--- config.mk ---
export PLATFORM = sky130hd
export DESIGN_NAME = ecc_regs
export DESIGN_NICKNAME = d
export VERILOG_FILES = /design/src/verilog/ecc_pkg.sv /design/src/verilog/ecc_hpf_corner.sv /design/src/verilog/ecc_regs.sv
export VERILOG_INCLUDE_DIRS = /design/src /design/src/verilog
export SDC_FILE = /design/constraint.sdc
export NUM_CORES = 1
export LEC_CHECK = 0
export ABC_AREA = 1
export BUFFER_PORTS_ARGS = -buffer_cell sky130_fd_sc_hd__buf_2
export CAP_MARGIN = 40
export CORE_UTILIZATION = 60
export DETAILED_ROUTE_END_ITERATION = 16
export GPL_TIMING_DRIVEN = 0
export PLACE_DENSITY = 0.9
export SETUP_SLACK_MARGIN = 0.3
export SYNTH_ARGS = -nofsm -noshare
export SYNTH_HDL_FRONTEND = slang
export SYNTH_HIERARCHICAL = 1
export SYNTH_SLANG_ARGS = --single-unit
--- constraint.sdc ---
create_clock -name I_CLK -period 5.7 [get_ports I_CLK]
set_input_delay 0.285 -clock I_CLK [delete_from_list [all_inputs] [get_ports I_CLK]]
set_output_delay 0.285 -clock I_CLK [all_outputs]
set_load 0.1 [all_outputs]
--- src/verilog/ecc_consts.svh ---
// Register offsets, field positions, reset values and widths for the
// echo canceller control register slice.
// Assumes inclusion by bare name from the package and the design files.
`ifndef ECC_CONSTS_SVH
`define ECC_CONSTS_SVH

`define ECC_ADDR_W          8
`define ECC_DATA_W          8
`define ECC_CORNER_W        20
`define ECC_CODE_W          5

`define ECC_OFF_STATUS      8'h02
`define ECC_OFF_MUTE_OFS    8'h03
`define ECC_OFF_HPF         8'h04
`define ECC_OFF_STEP        8'h05
`define ECC_OFF_BOOT_CHK    8'h07

`define ECC_RST_STATUS      8'h00
`define ECC_RST_MUTE_OFS    8'h60
`define ECC_RST_HPF         8'ha1
`define ECC_RST_STEP        8'h08
`define ECC_RST_BOOT_CHK    8'hff
`define ECC_RDATA_IDLE      8'h00

`define ECC_BIT_NB_RX       0
`define ECC_BIT_NB_ANY      1
`define ECC_BIT_FALSE_HOWL  5
`define ECC_MUTE_OFS_HI     4
`define ECC_MUTE_OFS_LO     0
`define ECC_RX_HPF_HI       7
`define ECC_RX_HPF_LO       5
`define ECC_TX_HPF_HI       4
`define ECC_TX_HPF_LO       0
`define ECC_STEP_HI         5
`define ECC_STEP_LO         0

`endif

--- src/verilog/ecc_pkg.sv ---
// Types shared by the echo canceller control register slice.
// Assumes ecc_consts.svh sits on the include path.
`default_nettype none
`include "ecc_consts.svh"

package ecc_pkg;

    // One register port request, valid for a single clock.
    typedef struct packed {
        logic                     wr;
        logic                     rd;
        logic [`ECC_ADDR_W-1:0]   addr;
        logic [`ECC_DATA_W-1:0]   wdata;
    } ecc_bus_req_t;

    // Detector results delivered by the canceller datapath.
    typedef struct packed {
        logic nb_rx;
        logic nb_tx;
        logic false_howl;
    } ecc_detect_t;

    typedef logic [`ECC_CORNER_W-1:0] ecc_corner_t;

endpackage

`default_nettype wire

--- src/verilog/ecc_hpf_corner.sv ---
// Maps a high-pass corner code to its 3 dB frequency in units of 0.01 Hz.
// Assumes a caller that registers the result; purely combinational here.
`default_nettype none
`timescale 1ns/100ps
`include "ecc_consts.svh"

module ecc_hpf_corner (
    // Corner code.
    input  wire logic [`ECC_CODE_W-1:0]  i_code,
    // Corner frequency in centihertz.
    output logic      [`ECC_CORNER_W-1:0] o_corner
);

    always_comb begin
        unique case (i_code)
            5'h00: o_corner = 20'h30d40;
            5'h01: o_corner = 20'h14050;
            5'h02: o_corner = 20'h088b8;
            5'h03: o_corner = 20'h03e80;
            5'h04: o_corner = 20'h01f40;
            5'h05: o_corner = 20'h00fa0;
            5'h06: o_corner = 20'h007d0;
            5'h07: o_corner = 20'h003e8;
            5'h08: o_corner = 20'h00109;
            5'h09: o_corner = 20'h1adb0;
            5'h0a: o_corner = 20'h0afc8;
            5'h0b: o_corner = 20'h04e20;
            5'h0c: o_corner = 20'h02710;
            5'h0d: o_corner = 20'h01388;
            5'h0e: o_corner = 20'h009c4;
            5'h0f: o_corner = 20'h00578;
            5'h10: o_corner = 20'h493e0;
            5'h11: o_corner = 20'h1d4c0;
            5'h12: o_corner = 20'h0e290;
            5'h13: o_corner = 20'h061a8;
            5'h14: o_corner = 20'h030d4;
            5'h15: o_corner = 20'h01770;
            5'h16: o_corner = 20'h00bb8;
            5'h17: o_corner = 20'h005dc;
            5'h18: o_corner = 20'h00168;
            5'h19: o_corner = 20'h27100;
            5'h1a: o_corner = 20'h11170;
            5'h1b: o_corner = 20'h07530;
            5'h1c: o_corner = 20'h03a98;
            5'h1d: o_corner = 20'h01b58;
            5'h1e: o_corner = 20'h00ed8;
            5'h1f: o_corner = 20'h00708;
        endcase
    end

endmodule // ecc_hpf_corner

`default_nettype wire

--- src/verilog/ecc_regs.sv ---
// Control and status register slice of the hands-free echo canceller.
// Assumes register requests and detector results come from logic on I_CLK.
`default_nettype none
`timescale 1ns/100ps
`include "ecc_consts.svh"

module ecc_regs #(
    parameter int SAMPLE_W = 16
) (
    // Clock, reset and clock enable.
    input  wire logic                     I_CLK,
    input  wire logic                     I_RST_N,
    input  wire logic                     I_CE,
    // Register port.
    input  wire ecc_pkg::ecc_bus_req_t    I_REQ,
    output logic [`ECC_DATA_W-1:0]        O_RDATA,
    output logic                          O_RVALID,
    // Detector results from the datapath.
    input  wire ecc_pkg::ecc_detect_t     I_DET,
    // Sample paths with mute.
    input  wire logic                     I_RX_MUTE,
    input  wire logic                     I_TX_MUTE,
    input  wire logic [SAMPLE_W-1:0]      I_RX_SAMPLE,
    input  wire logic [SAMPLE_W-1:0]      I_TX_SAMPLE,
    output logic [SAMPLE_W-1:0]           O_RX_OUT,
    output logic [SAMPLE_W-1:0]           O_TX_OUT,
    // Filter and adaptation controls, and the combined narrowband flag.
    output ecc_pkg::ecc_corner_t          O_RX_CORNER,
    output ecc_pkg::ecc_corner_t          O_TX_CORNER,
    output logic [`ECC_STEP_HI:0]         O_STEP_SIZE,
    output logic                          O_NB_ANY
);
    import ecc_pkg::*;

    // ------------------------------------------------------------------
    // Register storage
    // ------------------------------------------------------------------
    logic [`ECC_DATA_W-1:0] mute_offset_level_ff;
    logic [`ECC_DATA_W-1:0] highpass_corner_select_ff;
    logic [`ECC_DATA_W-1:0] adaptation_step_constant_ff;
    logic [`ECC_DATA_W-1:0] boot_image_check_ff;
    logic                   narrowband_receive_flag_ff;
    logic                   narrowband_send_flag_ff;
    logic                   false_howling_flag_ff;

    // ------------------------------------------------------------------
    // Address decode
    // ------------------------------------------------------------------
    wire logic hit_status = (I_REQ.addr == `ECC_OFF_STATUS);
    wire logic hit_mute   = (I_REQ.addr == `ECC_OFF_MUTE_OFS);
    wire logic hit_hpf    = (I_REQ.addr == `ECC_OFF_HPF);
    wire logic hit_step   = (I_REQ.addr == `ECC_OFF_STEP);
    wire logic hit_boot   = (I_REQ.addr == `ECC_OFF_BOOT_CHK);

    wire logic wr_mute = I_REQ.wr && hit_mute;
    wire logic wr_hpf  = I_REQ.wr && hit_hpf;
    wire logic wr_step = I_REQ.wr && hit_step;
    wire logic wr_boot = I_REQ.wr && hit_boot;

    // Status bits are hardware owned; reserved bits read as zero, so the
    // zero that software must write there is never stored.
    wire logic narrowband_any_flag =
        narrowband_receive_flag_ff | narrowband_send_flag_ff;

    logic [`ECC_DATA_W-1:0] status_word;
    always_comb begin
        status_word                      = `ECC_RST_STATUS;
        status_word[`ECC_BIT_NB_RX]      = narrowband_receive_flag_ff;
        status_word[`ECC_BIT_NB_ANY]     = narrowband_any_flag;
        status_word[`ECC_BIT_FALSE_HOWL] = false_howling_flag_ff;
    end

    // Unmapped addresses read as the idle value.
    wire logic [`ECC_DATA_W-1:0] nxt_rdata =
        hit_status ? status_word :
        hit_mute   ? mute_offset_level_ff :
        hit_hpf    ? highpass_corner_select_ff :
        hit_step   ? adaptation_step_constant_ff :
        hit_boot   ? boot_image_check_ff : `ECC_RDATA_IDLE;

    // ------------------------------------------------------------------
    // Field extraction
    // ------------------------------------------------------------------
    wire logic [`ECC_MUTE_OFS_HI:0] mute_offset_value =
        mute_offset_level_ff[`ECC_MUTE_OFS_HI:`ECC_MUTE_OFS_LO];
    wire logic [`ECC_RX_HPF_HI-`ECC_RX_HPF_LO:0] receive_hpf_corner =
        highpass_corner_select_ff[`ECC_RX_HPF_HI:`ECC_RX_HPF_LO];
    wire logic [`ECC_TX_HPF_HI:0] send_hpf_corner =
        highpass_corner_select_ff[`ECC_TX_HPF_HI:`ECC_TX_HPF_LO];
    wire logic [`ECC_STEP_HI:0] adaptation_step_size =
        adaptation_step_constant_ff[`ECC_STEP_HI:`ECC_STEP_LO];

    // Offset zero-extended to the sample width.
    wire logic [SAMPLE_W-1:0] mute_level =
        SAMPLE_W'(mute_offset_value);

    // A muted path carries the programmed offset in place of its sample.
    wire logic [SAMPLE_W-1:0] nxt_rx_out =
        I_RX_MUTE ? mute_level : I_RX_SAMPLE;
    wire logic [SAMPLE_W-1:0] nxt_tx_out =
        I_TX_MUTE ? mute_level : I_TX_SAMPLE;

    // ------------------------------------------------------------------
    // Corner lookup, one per path
    // ------------------------------------------------------------------
    // The receive table is the first eight entries of the send table.
    // Corners are in hundredths of a hertz so the fractional low entries of
    // the send table stay exact.
    logic [1:0][`ECC_CODE_W-1:0] corner_code;
    ecc_corner_t [1:0]           corner_val;

    assign corner_code[0] = `ECC_CODE_W'(receive_hpf_corner);
    assign corner_code[1] = send_hpf_corner;

    genvar g;
    generate
        for (g = 0; g < 2; g++) begin : g_corner
            ecc_hpf_corner u_corner (
                .i_code   (corner_code[g]),
                .o_corner (corner_val[g])
            );
        end
    endgenerate

    // ------------------------------------------------------------------
    // Register writes
    // ------------------------------------------------------------------
    // All eight bits are stored, reserved ones included, so software reads
    // back exactly what it wrote.
    always_ff @(posedge I_CLK or negedge I_RST_N) begin
        if (!I_RST_N) begin
            mute_offset_level_ff        <= `ECC_RST_MUTE_OFS;
            highpass_corner_select_ff   <= `ECC_RST_HPF;
            adaptation_step_constant_ff <= `ECC_RST_STEP;
            boot_image_check_ff         <= `ECC_RST_BOOT_CHK;
        end else if (I_CE) begin
            if (wr_mute) begin
                mute_offset_level_ff <= I_REQ.wdata;
            end
            if (wr_hpf) begin
                highpass_corner_select_ff <= I_REQ.wdata;
            end
            if (wr_step) begin
                adaptation_step_constant_ff <= I_REQ.wdata;
            end
            if (wr_boot) begin
                boot_image_check_ff <= I_REQ.wdata;
            end
        end
    end

    // ------------------------------------------------------------------
    // Detector flags
    // ------------------------------------------------------------------
    // Flags follow the detectors; writes to the status offset are ignored.
    // The flags are live copies, not sticky, so there is no software clear
    // and no race between a new detection and a clear.
    always_ff @(posedge I_CLK or negedge I_RST_N) begin
        if (!I_RST_N) begin
            narrowband_receive_flag_ff <= 1'b0;
            narrowband_send_flag_ff    <= 1'b0;
            false_howling_flag_ff      <= 1'b0;
        end else if (I_CE) begin
            narrowband_receive_flag_ff <= I_DET.nb_rx;
            narrowband_send_flag_ff    <= I_DET.nb_tx;
            false_howling_flag_ff      <= I_DET.false_howl;
        end
    end

    // ------------------------------------------------------------------
    // Read port
    // ------------------------------------------------------------------
    // A read in the same cycle as a write to that offset returns the value
    // stored before the write. Read data holds until the next read, so
    // software may pick it up some cycles after the valid pulse.
    always_ff @(posedge I_CLK or negedge I_RST_N) begin
        if (!I_RST_N) begin
            O_RDATA  <= `ECC_RDATA_IDLE;
            O_RVALID <= 1'b0;
        end else if (I_CE) begin
            O_RVALID <= I_REQ.rd;
            if (I_REQ.rd) begin
                O_RDATA <= nxt_rdata;
            end
        end
    end

    // ------------------------------------------------------------------
    // Sample paths and control outputs
    // ------------------------------------------------------------------
    // Outputs keep their reset values until the first enabled edge after
    // reset, so downstream logic sees zero controls until that edge.
    always_ff @(posedge I_CLK or negedge I_RST_N) begin
        if (!I_RST_N) begin
            O_RX_OUT    <= '0;
            O_TX_OUT    <= '0;
            O_RX_CORNER <= '0;
            O_TX_CORNER <= '0;
            O_STEP_SIZE <= '0;
            O_NB_ANY    <= 1'b0;
        end else if (I_CE) begin
            O_RX_OUT    <= nxt_rx_out;
            O_TX_OUT    <= nxt_tx_out;
            O_RX_CORNER <= corner_val[0];
            O_TX_CORNER <= corner_val[1];
            O_STEP_SIZE <= adaptation_step_size;
            O_NB_ANY    <= narrowband_any_flag;
        end
    end

endmodule // ecc_regs

`default_nettype wire
; Word level (Yosys, flattened, before mapping)
; Memory sizes are Yosys's and may differ from the RTL's. A register that Yosys moved wholly into a read port is not among the register bits.
; Index checks and enable logic that the tools add are counted.
; W data, S select, Z words.
[classes]
bitwise_logic = 1
n_eq_ne = 5
muxes = 7
n_reduce_logical = 11
[op_table]
columns = operator, n
row1 = $mux W8, 5
row2 = $mux W16, 2
row3 = $eq A8 B3 Y1 const B, 3
row4 = $eq A8 B2 Y1 const B, 2
row5 = $reduce_and A2 Y1, 5
row6 = $logic_and A1 B1 Y1, 4
row7 = $logic_not A1 Y1, 2
row8 = $or A1 B1 Y1, 1
[totals]
in_bits = 58
mem_bits_ro = 1152
mem_count = 2
reg_bits = 123
elab_cells = 41
out_inout_bits = 88
[memory_table]
columns = memory, depth, width, read_ports, rd_clocked_by_memory_dff, write_ports, line
row1 = (name not given), 32, 18, 1, 1, 0, ecc_hpf_corner.sv:15  ; unique case (i_code)
row2 = (name not given), 32, 18, 1, 1, 0, ecc_hpf_corner.sv:15

; Depth between registers and ports, before layout
; Gate-level depths: netlist of the first run.
[depth]
depth_word = 6
ltp_mapped = 10

; Cells and area by module
; The synthesis of the first run kept the hierarchy.
[modules_own_cells]
columns = module, area_each_um2, instances, seq_area_each_um2, cells_each
row1 = ecc_regs, 5200.0, 1, 3095.5, 510
row2 = ecc_hpf_corner (g_corner[1].u_corner), 909.6, 1, 0.0, 177
row3 = ecc_hpf_corner (g_corner[0].u_corner), 838.3, 1, 0.0, 167

; Worst setup path before layout of the first run
; No wires, ideal clock.
[synth_path]
path_type = register to register
start = register highpass_corner_select_ff[0]
end = register O_TX_CORNER[6]
t_arrival_ns = 1.697
n_path_buf = 0
required_time_ns = 5.575
path_slack_ns = 3.878
stages_incl_launch_ff = 10
synth_period_minus_slack_ns = 1.822
setup_ns = 0.125
path_cell_list = dfstp_2 inv_1 ha_1 inv_1 nand2_1 nand3_1 nand2_1 nand2_1 nand2_1 mux2_2
[synth_rtl]
columns = item, line
row1 = start: declaration, ecc_regs.sv:39  ; logic [`ECC_DATA_W-1:0] highpass_corner_select_ff;
row2 = start signal: assignment, ecc_regs.sv:133  ; highpass_corner_select_ff <= `ECC_RST_HPF;
row3 = start signal: assignment, ecc_regs.sv:141  ; highpass_corner_select_ff <= I_REQ.wdata;
row4 = end: declaration, ecc_regs.sv:29  ; output ecc_pkg::ecc_corner_t O_TX_CORNER,

==> impl_metrics.toml, run 1 <==
[setup_path]
crit_required_ns = 6.00
crit_path_start_kind = "flop"
crit_chain = "inv_1 > ha_1 > inv_1 > nand2_1 > nand2_1 > nand2_1 > nand2_1 > nand3_1 > mux2_2"
cp-startpoint = "highpass_corner_select_ff[0]"
crit_path_top_delay_cell = "dfstp_2"
cp_top_family = "flip-flops"
crit_type = "reg -> reg"
r2r_end = "O_TX_CORNER[9]"
crit_buf_inv = 2
arrival_ns = 2.45
crit_fanout = 10
crit_path_end = "O_TX_CORNER[9]"
cp-end-kind = "flop"
cp.depth = 9
r2r_slack_ns = 3.55
reg2regPathDepth = 9
crit_top_cell = "nand2_1"
reg2reg_from = "highpass_corner_select_ff[0]"
slowest_delay_ns = 0.66

[clocking]
cts_made_buffers = 17
cts.clk_slew.worst_paths_ns = 0.06
cts_tree = "built"
root_buffer = "clkbuf_16"
cts.sinks = 123
cts.path.max_buffers = 2
cts_max_level = 4
ctsResizeCount = 0
clk_latency_ns = 0.42

[global_routing]
grt_pass1_wl_mm = 29.5
grt_overflow = 0
grt_max_degree = 71
grt_pass1_vias = 6090
antenna_found_initial = 0
grt_util_all_layers = 0.325

[sta]
hold_violations = 0
postLayoutSetupSlackWorst_ns = 3.55
fin_crit_sh = 0.376
tightest_slew_ns = 0.626
whs_ns = 0.0851
skew_ns = 0.00993
setup_tns_ns = 0
max_slew_margin = 0.582
maxSlewViolCount = 0
fin_crit_ns = 2.15
max_freq_ghz = 0.466
rsz0062_at_grt = "no"
finalSetupViolations = 0

[floorplanning]
start_util = 0.627
dieArea_sq_mm = 0.0120
die_h_um = 110
core_area_sq_mm = 0.0111
rows = 38
ios = 146
die_width_um = 110

[finish]
layout_common_cells = "nand2_1, buf_2, dfrtp_1"
num_antenna_cells = 0
final_common_cell = "nand2_1"
drive_gt1_frac = 0.305
final_cell_area_sq_mm = 0.00849
nNetsFinal = 1109
syn_to_final_growth_pct = 22.2

[synth]
yosysWarnings = 6
ys_seq_area_frac = 0.446
syn_area_sq_mm = 0.00695
syn_area_per_cell_sq_um = 8.14
synth_cells = 854
yosys_register_bits = 123
synth_cell_types = 38

[route]
via_count = 6349
drc = 0
drt_iter0_drc = 428
routed_wl_mm = 18.4
dr.pass1.iters = 5
vias_per_cell = 5.38
wl_per_cell_um = 15.6
final_antenna_net_count = 0

[place]
placed_cell_area_sq_mm = 0.00791
hpwl_mm = 13.6
dp_worst_setup_slack_ns = 3.59
gp_congestion = 0.975
io_buffers = 145

[status]
outcome = "complete, no violations"

[power]
irDropWorstVdd_v = 0.000312
pwr_density_cell_mw_per_mm2 = 314
design_power_total_w = 0.00266
leakagePower_nw = 4.51

[hold_path]
hold_depth = 3
hold_class = "in -> reg"

[job]
drv_cap = 0
report_power, final:
part           switching, W  internal, W
Clock              0.000408     0.000624
Combinational      0.000536     0.000128
Sequential        0.0000353     0.000933
cell type report:
| type | instances | area (sq um) |
|---|---|---|
| multi-input cells | 599 | 3240 |
| fillers | 823 | 2590 |
| well taps | 140 | 175 |
| repair buffers | 147 | 769 |
| flip-flops and latches | 123 | 3100 |
| inverters | 101 | 387 |
| clock inverters | 13 | 118 |
| plain buffers | 38 | 251 |
| clock buffers | 19 | 453 |
state kept, by name, summed over array words and instances (netlist names):
name / cells
O_TX_OUT: 16
O_RDATA: 8
narrowband_receive_flag_ff: 1
O_RVALID: 1
O_RX_CORNER: 20
O_TX_CORNER: 20
O_STEP_SIZE: 6
narrowband_send_flag_ff: 1
O_NB_ANY: 1
boot_image_check_ff: 8
false_howling_flag_ff: 1
highpass_corner_select_ff: 8
adaptation_step_constant_ff: 8
mute_offset_level_ff: 8
O_RX_OUT: 16
synth_stat cells:
cell type | instances | area, sq um
mux2_2 | 45 | 507
nor2_1 | 49 | 184
buf_2 | 12 | 60.1
conb_1 | 3 | 11.3
buf_4 | 10 | 75.1
inv_4 | 1 | 6.26
ha_1 | 24 | 300
nand4_1 | 5 | 31.3
o21a_1 | 1 | 7.51
a21oi_1 | 19 | 95.1
or2_2 | 4 | 25.0
o31ai_2 | 1 | 12.5
nand2_4 | 1 | 11.3
or2_1 | 1 | 6.26
a31oi_1 | 2 | 12.5
dfstp_2 | 14 | 368
nand3b_1 | 2 | 15.0
buf_6 | 6 | 67.6
o211ai_1 | 2 | 15.0
nand2_2 | 15 | 93.8
nor2_2 | 8 | 50.1
dfrtp_1 | 109 | 2730
nor3_1 | 1 | 5.00
o21ai_0 | 49 | 245
nor3_4 | 1 | 16.3
o22ai_1 | 13 | 81.3
buf_8 | 1 | 15.0
nand2_1 | 232 | 871
o21ai_2 | 9 | 78.8
inv_2 | 8 | 30.0
o21bai_1 | 1 | 7.51
nor2_4 | 1 | 11.3
inv_6 | 1 | 8.76
nor3_2 | 1 | 10.0
inv_1 | 91 | 342
o21ai_1 | 32 | 160
clkbuf_1 | 9 | 33.8
nand3_1 | 70 | 350
cells by family after synthesis:
logic type	share of synthesized area
simple gates	0.242
buf+inv	0.0918
compound gates	0.103
flops	0.446
mux	0.0729
fa+ha+maj	0.0432
other cells	0.00162
tightest hold or removal path, stage by stage:
cell     delay [ns]
buf_2          0.08
nand2_1        0.04
o21ai_0        0.06
metrics by stage:
step,util,cells
floorplan,-,861
global placement,0.711,1146
detailed placement,0.714,1147
CTS,0.766,1180
global route,0.766,1180
finish,0.766,1180
worst min-delay path by stage:
stage / from / endpoint / slack [ns]
finish: I_DET[2] / narrowband_receive_flag_ff / 0.09
global route: I_DET[2] / narrowband_receive_flag_ff / 0.09
CTS: I_DET[2] / narrowband_receive_flag_ff / 0.07
detailed placement: I_RST_N / O_RX_CORNER[6] / 0.27
global placement: mute_offset_level_ff[5] / mute_offset_level_ff[5] / 0.46
floorplan: I_RST_N / O_NB_ANY / -0.01
repair_timing:
| action | in CTS | in global routing |
|---|---|---|
| setup buffers | 0 | 0 |
| hold endpoints to repair | 53 | 0 |
| hold buffers | 1 | 0 |
metal layers:
metal	GRT usage	routed length, um	vias to the layer above
met3	0.0640	1230	44
met4	0.138	511	0
met1	0.430	8000	2922
met5	0	0	-
met2	0.522	8680	284
li1	-	-	3099
(Power assumes the default switching activity.)
==> inputs of run 2 (changes only) <==
--- a/config.mk
+++ b/config.mk
@@ -6,13 +6,13 @@
 export SDC_FILE = /design/constraint.sdc
 export NUM_CORES = 1
 export LEC_CHECK = 0
-export ABC_AREA = 1
+export ABC_AREA = 0
 export BUFFER_PORTS_ARGS = -buffer_cell sky130_fd_sc_hd__buf_2
 export CAP_MARGIN = 40
-export CORE_UTILIZATION = 60
+export CORE_UTILIZATION = 50
 export DETAILED_ROUTE_END_ITERATION = 16
 export GPL_TIMING_DRIVEN = 0
-export PLACE_DENSITY = 0.9
+export PLACE_DENSITY = 0.81
 export SETUP_SLACK_MARGIN = 0.3
 export SYNTH_ARGS = -nofsm -noshare
 export SYNTH_HDL_FRONTEND = slang
==> constraint.sdc (replaced) <==
create_clock -name I_CLK -period 1.96 [get_ports I_CLK]
set_input_delay 0.098 -clock I_CLK [delete_from_list [all_inputs] [get_ports I_CLK]]
set_output_delay 0.098 -clock I_CLK [all_outputs]
set_load 0.1 [all_outputs]
==> impl_metrics.toml, run 2 <==
[sta]
setup_tns_ns = -0.00865
postLayoutSetupSlackWorst_ns = -0.00865
fin_crit_sh = 1.00
maxSlewViolCount = 0
hold_violations = 0
max_freq_ghz = 0.508
max_slew_margin = 0.469
finalSetupViolations = 1
rsz0062_at_grt = "yes"
skew_ns = 0.00916
whs_ns = 0.0320
fin_crit_ns = 1.97
tightest_slew_ns = 0.797

[floorplanning]
die_h_um = 121
rows = 43
start_util = 0.511
core_area_sq_mm = 0.0138
ios = 146
dieArea_sq_mm = 0.0146
die_width_um = 121

[synth]
yosysTopAreaCell = "dfrtp_1"
synth_common_cells = "dfrtp_1, mux2_2, nor2_1"
synth-compound-area-share = 0.142
yosysMostFrequentCell = "dfrtp_1"
synthTopCellsByArea = "dfrtp_1, mux2_2, dfstp_2"
synthSimpleGateAreaFrac = 0.125
synth_flop_cell = "dfrtp_1"
ys_seq_area_frac = 0.438
async_reset_ff_frac = 1.00
syn_area_sq_mm = 0.00706
synth_edf_count = 0
yosysWarnings = 6
yosys_register_bits = 123
synthMuxAreaShare = 0.183
synth_top_family_by_area = "multiplexers"
synth_xor_area_frac = 0.00372
synth_cell_types = 66
synth_cells = 683
syn_area_per_cell_sq_um = 10.3
synth_top_area_frac = 0.386
synthAdderAreaFrac = 0.0425

[setup_path]
crit_chain = "inv_4 > ha_4 > buf_6 > buf_6 > mux2i_1 > nor2_1 > a211oi_1 > a21oi_1 > mux2_4"
crit_path_start_kind = "flop"
slowest_delay_ns = 0.60
r2r_slack_ns = -0.009
crit_top_cell = "buf_6"
cp-end-kind = "flop"
crit_fanout = 5
crit_required_ns = 2.27
crit_type = "reg -> reg"
crit_path_top_delay_cell = "dfstp_2"
arrival_ns = 2.27

[power]
switchingPower_w = 0.00281
power_frac_comb = 0.265
p_int_w = 0.00521
leakagePower_nw = 4.72
p_sw_frac = 0.350
p_seq_frac = 0.349
pwr_density_cell_mw_per_mm2 = 798
design_power_total_w = 0.00802
irDropWorstVdd_v = 0.000732
clkPwrFrac = 0.386

[clocking]
cts_tree = "built"
clk_latency_ns = 0.43
cts.clk_slew.worst_paths_ns = 0.06
cts_made_buffers = 17
cts.path.max_buffers = 2
root_buffer = "clkbuf_16"
cts.sinks = 123
cts_max_level = 4

[finish]
num_antenna_cells = 0
nNetsFinal = 1031
num-fill-cells = 922
top_regs = "O_RX_CORNER: 20 flops, O_TX_CORNER: 20 flops"
syn_to_final_growth_pct = 42.4
layout_common_cells = "buf_2, dfrtp_1, mux2_2"
drive_gt1_frac = 0.450
final_common_cell = "buf_2"
final_cells = 1142
final_cell_area_sq_mm = 0.0101
multi_input_area_sq_mm = 0.00400
regArea_sq_mm = 0.00310

[global_routing]
grt_overflow = 0
grt_max_degree = 89
grt_pass1_vias = 6278
grt_util_all_layers = 0.286
antenna_found_initial = 0
grt_pass1_wl_mm = 32.2

[job]
drv_cap = 0

[route]
dr.pass1.iters = 9
routed_wl_mm = 20.9
wl_per_cell_um = 18.3
drc = 0
vias_per_cell = 5.73
final_antenna_net_count = 0
drt_iter0_drc = 516
via_count = 6549

[place]
hpwl_mm = 12.8
io_buffers = 143
placed_cell_area_sq_mm = 0.00814
dp_cells = 1011
gp_congestion = 0.924

[hold_path]
hold_class = "in -> reg"

[status]
violations = "negative setup slack"
outcome = "finished, violations left"
-- run 2: cell types whose count changed after synthesis, sizes merged, moves of 11 or more --
cell    before  now
inv        101   33
a21oi       19   45
a211oi       0   11
o21ai       90   48
mux2        45   83
nand2      248   43
nand3       70    3
nand3b       2   24
mux2i        0   29
-- run 2: final timing paths --
path                            depth (start not counted)                     end                    startpoint
worst min-delay path                                    3             O_RX_OUT[3]                I_RX_SAMPLE[3]
max in group asynchronous                               3  boot_image_check_ff[1]                       I_RST_N
worst max register to register                          9          O_RX_CORNER[4]  highpass_corner_select_ff[5]
worst min register to register                          2              O_RDATA[4]                    O_RDATA[4]
min in group asynchronous                               2             O_TX_OUT[7]                       I_RST_N
worst max-delay path                                    9          O_RX_CORNER[4]  highpass_corner_select_ff[5]
-- run 2: final cells by class --
cell class / count / share of cell area
buffer: 56 / 0.0345
tap: 180 / 0.0224
sequential: 123 / 0.308
clock inverter: 10 / 0.0117
multi-input combinational: 475 / 0.398
timing repair buffer: 243 / 0.165
clock buffer: 22 / 0.0462
inverter: 33 / 0.0144
-- run 2: metrics by stage --
stage	util	setup slack, ns
6_report	0.727	-0.00865
3_5_place_dp	0.589	-0.275
4_1_cts	0.701	0.0352
3_3_place_gp	0.586	-1.02
2_1_floorplan	-	0.0112
5_1_grt	0.727	-0.0656
-- run 2: cell families (layout without fill, tap and decap cells) --
kind of cell | Yosys count | after routing
simple gates | 167 | 167
compound gates | 159 | 159
flops | 123 | 123
mux | 115 | 115
buf+inv | 89 | 364
fa+ha+maj | 24 | 24
other cells | 3 | 7
xor+xnor | 3 | 3
-- run 2: repair_timing --
item / in CTS / in global routing
setup buffers: 36 / 18
hold buffers: 44 / 0
endpoints found under the hold margin: 133 / 0
pin swaps: 22 / 13
gates cloned: 1 / 0
gates resized for setup: 64 / 54
setup endpoints to repair: 32 / 31
-- run 2: power by group through the flow --
stage,Sequential [W],Clock (W),Combinational (W)
2_1_floorplan,0.00382,0,0.000485
3_3_place_gp,0.00284,0,0.00185
3_5_place_dp,0.00284,0,0.00187
4_1_cts,0.00279,0.00314,0.00203
5_1_grt,0.00281,0.00327,0.00222
6_report,0.00280,0.00310,0.00212
-- run 2: routing by layer --
| layer | up-vias | part of all wire | global-route usage |
|---|---|---|---|
| met4 | 0 | 0.039 | 0.149 |
| met1 | 3218 | 0.42 | 0.364 |
| met5 | - | 0 | 0 |
| met2 | 300 | 0.49 | 0.463 |
| met3 | 80 | 0.054 | 0.0552 |
| li1 | 2951 | - | - |
-- run 2: critical path, delay by kind of cell, from the launching register on --
family | cells | cell delay [ns]
flip-flops | 1 | 0.60
multiplexers | 2 | 0.39
buffers and inverters | 3 | 0.30
AO/OA/AOI/OAI | 2 | 0.28
adder cells (fa/ha/maj) | 1 | 0.22
AND/OR/NAND/NOR | 1 | 0.07
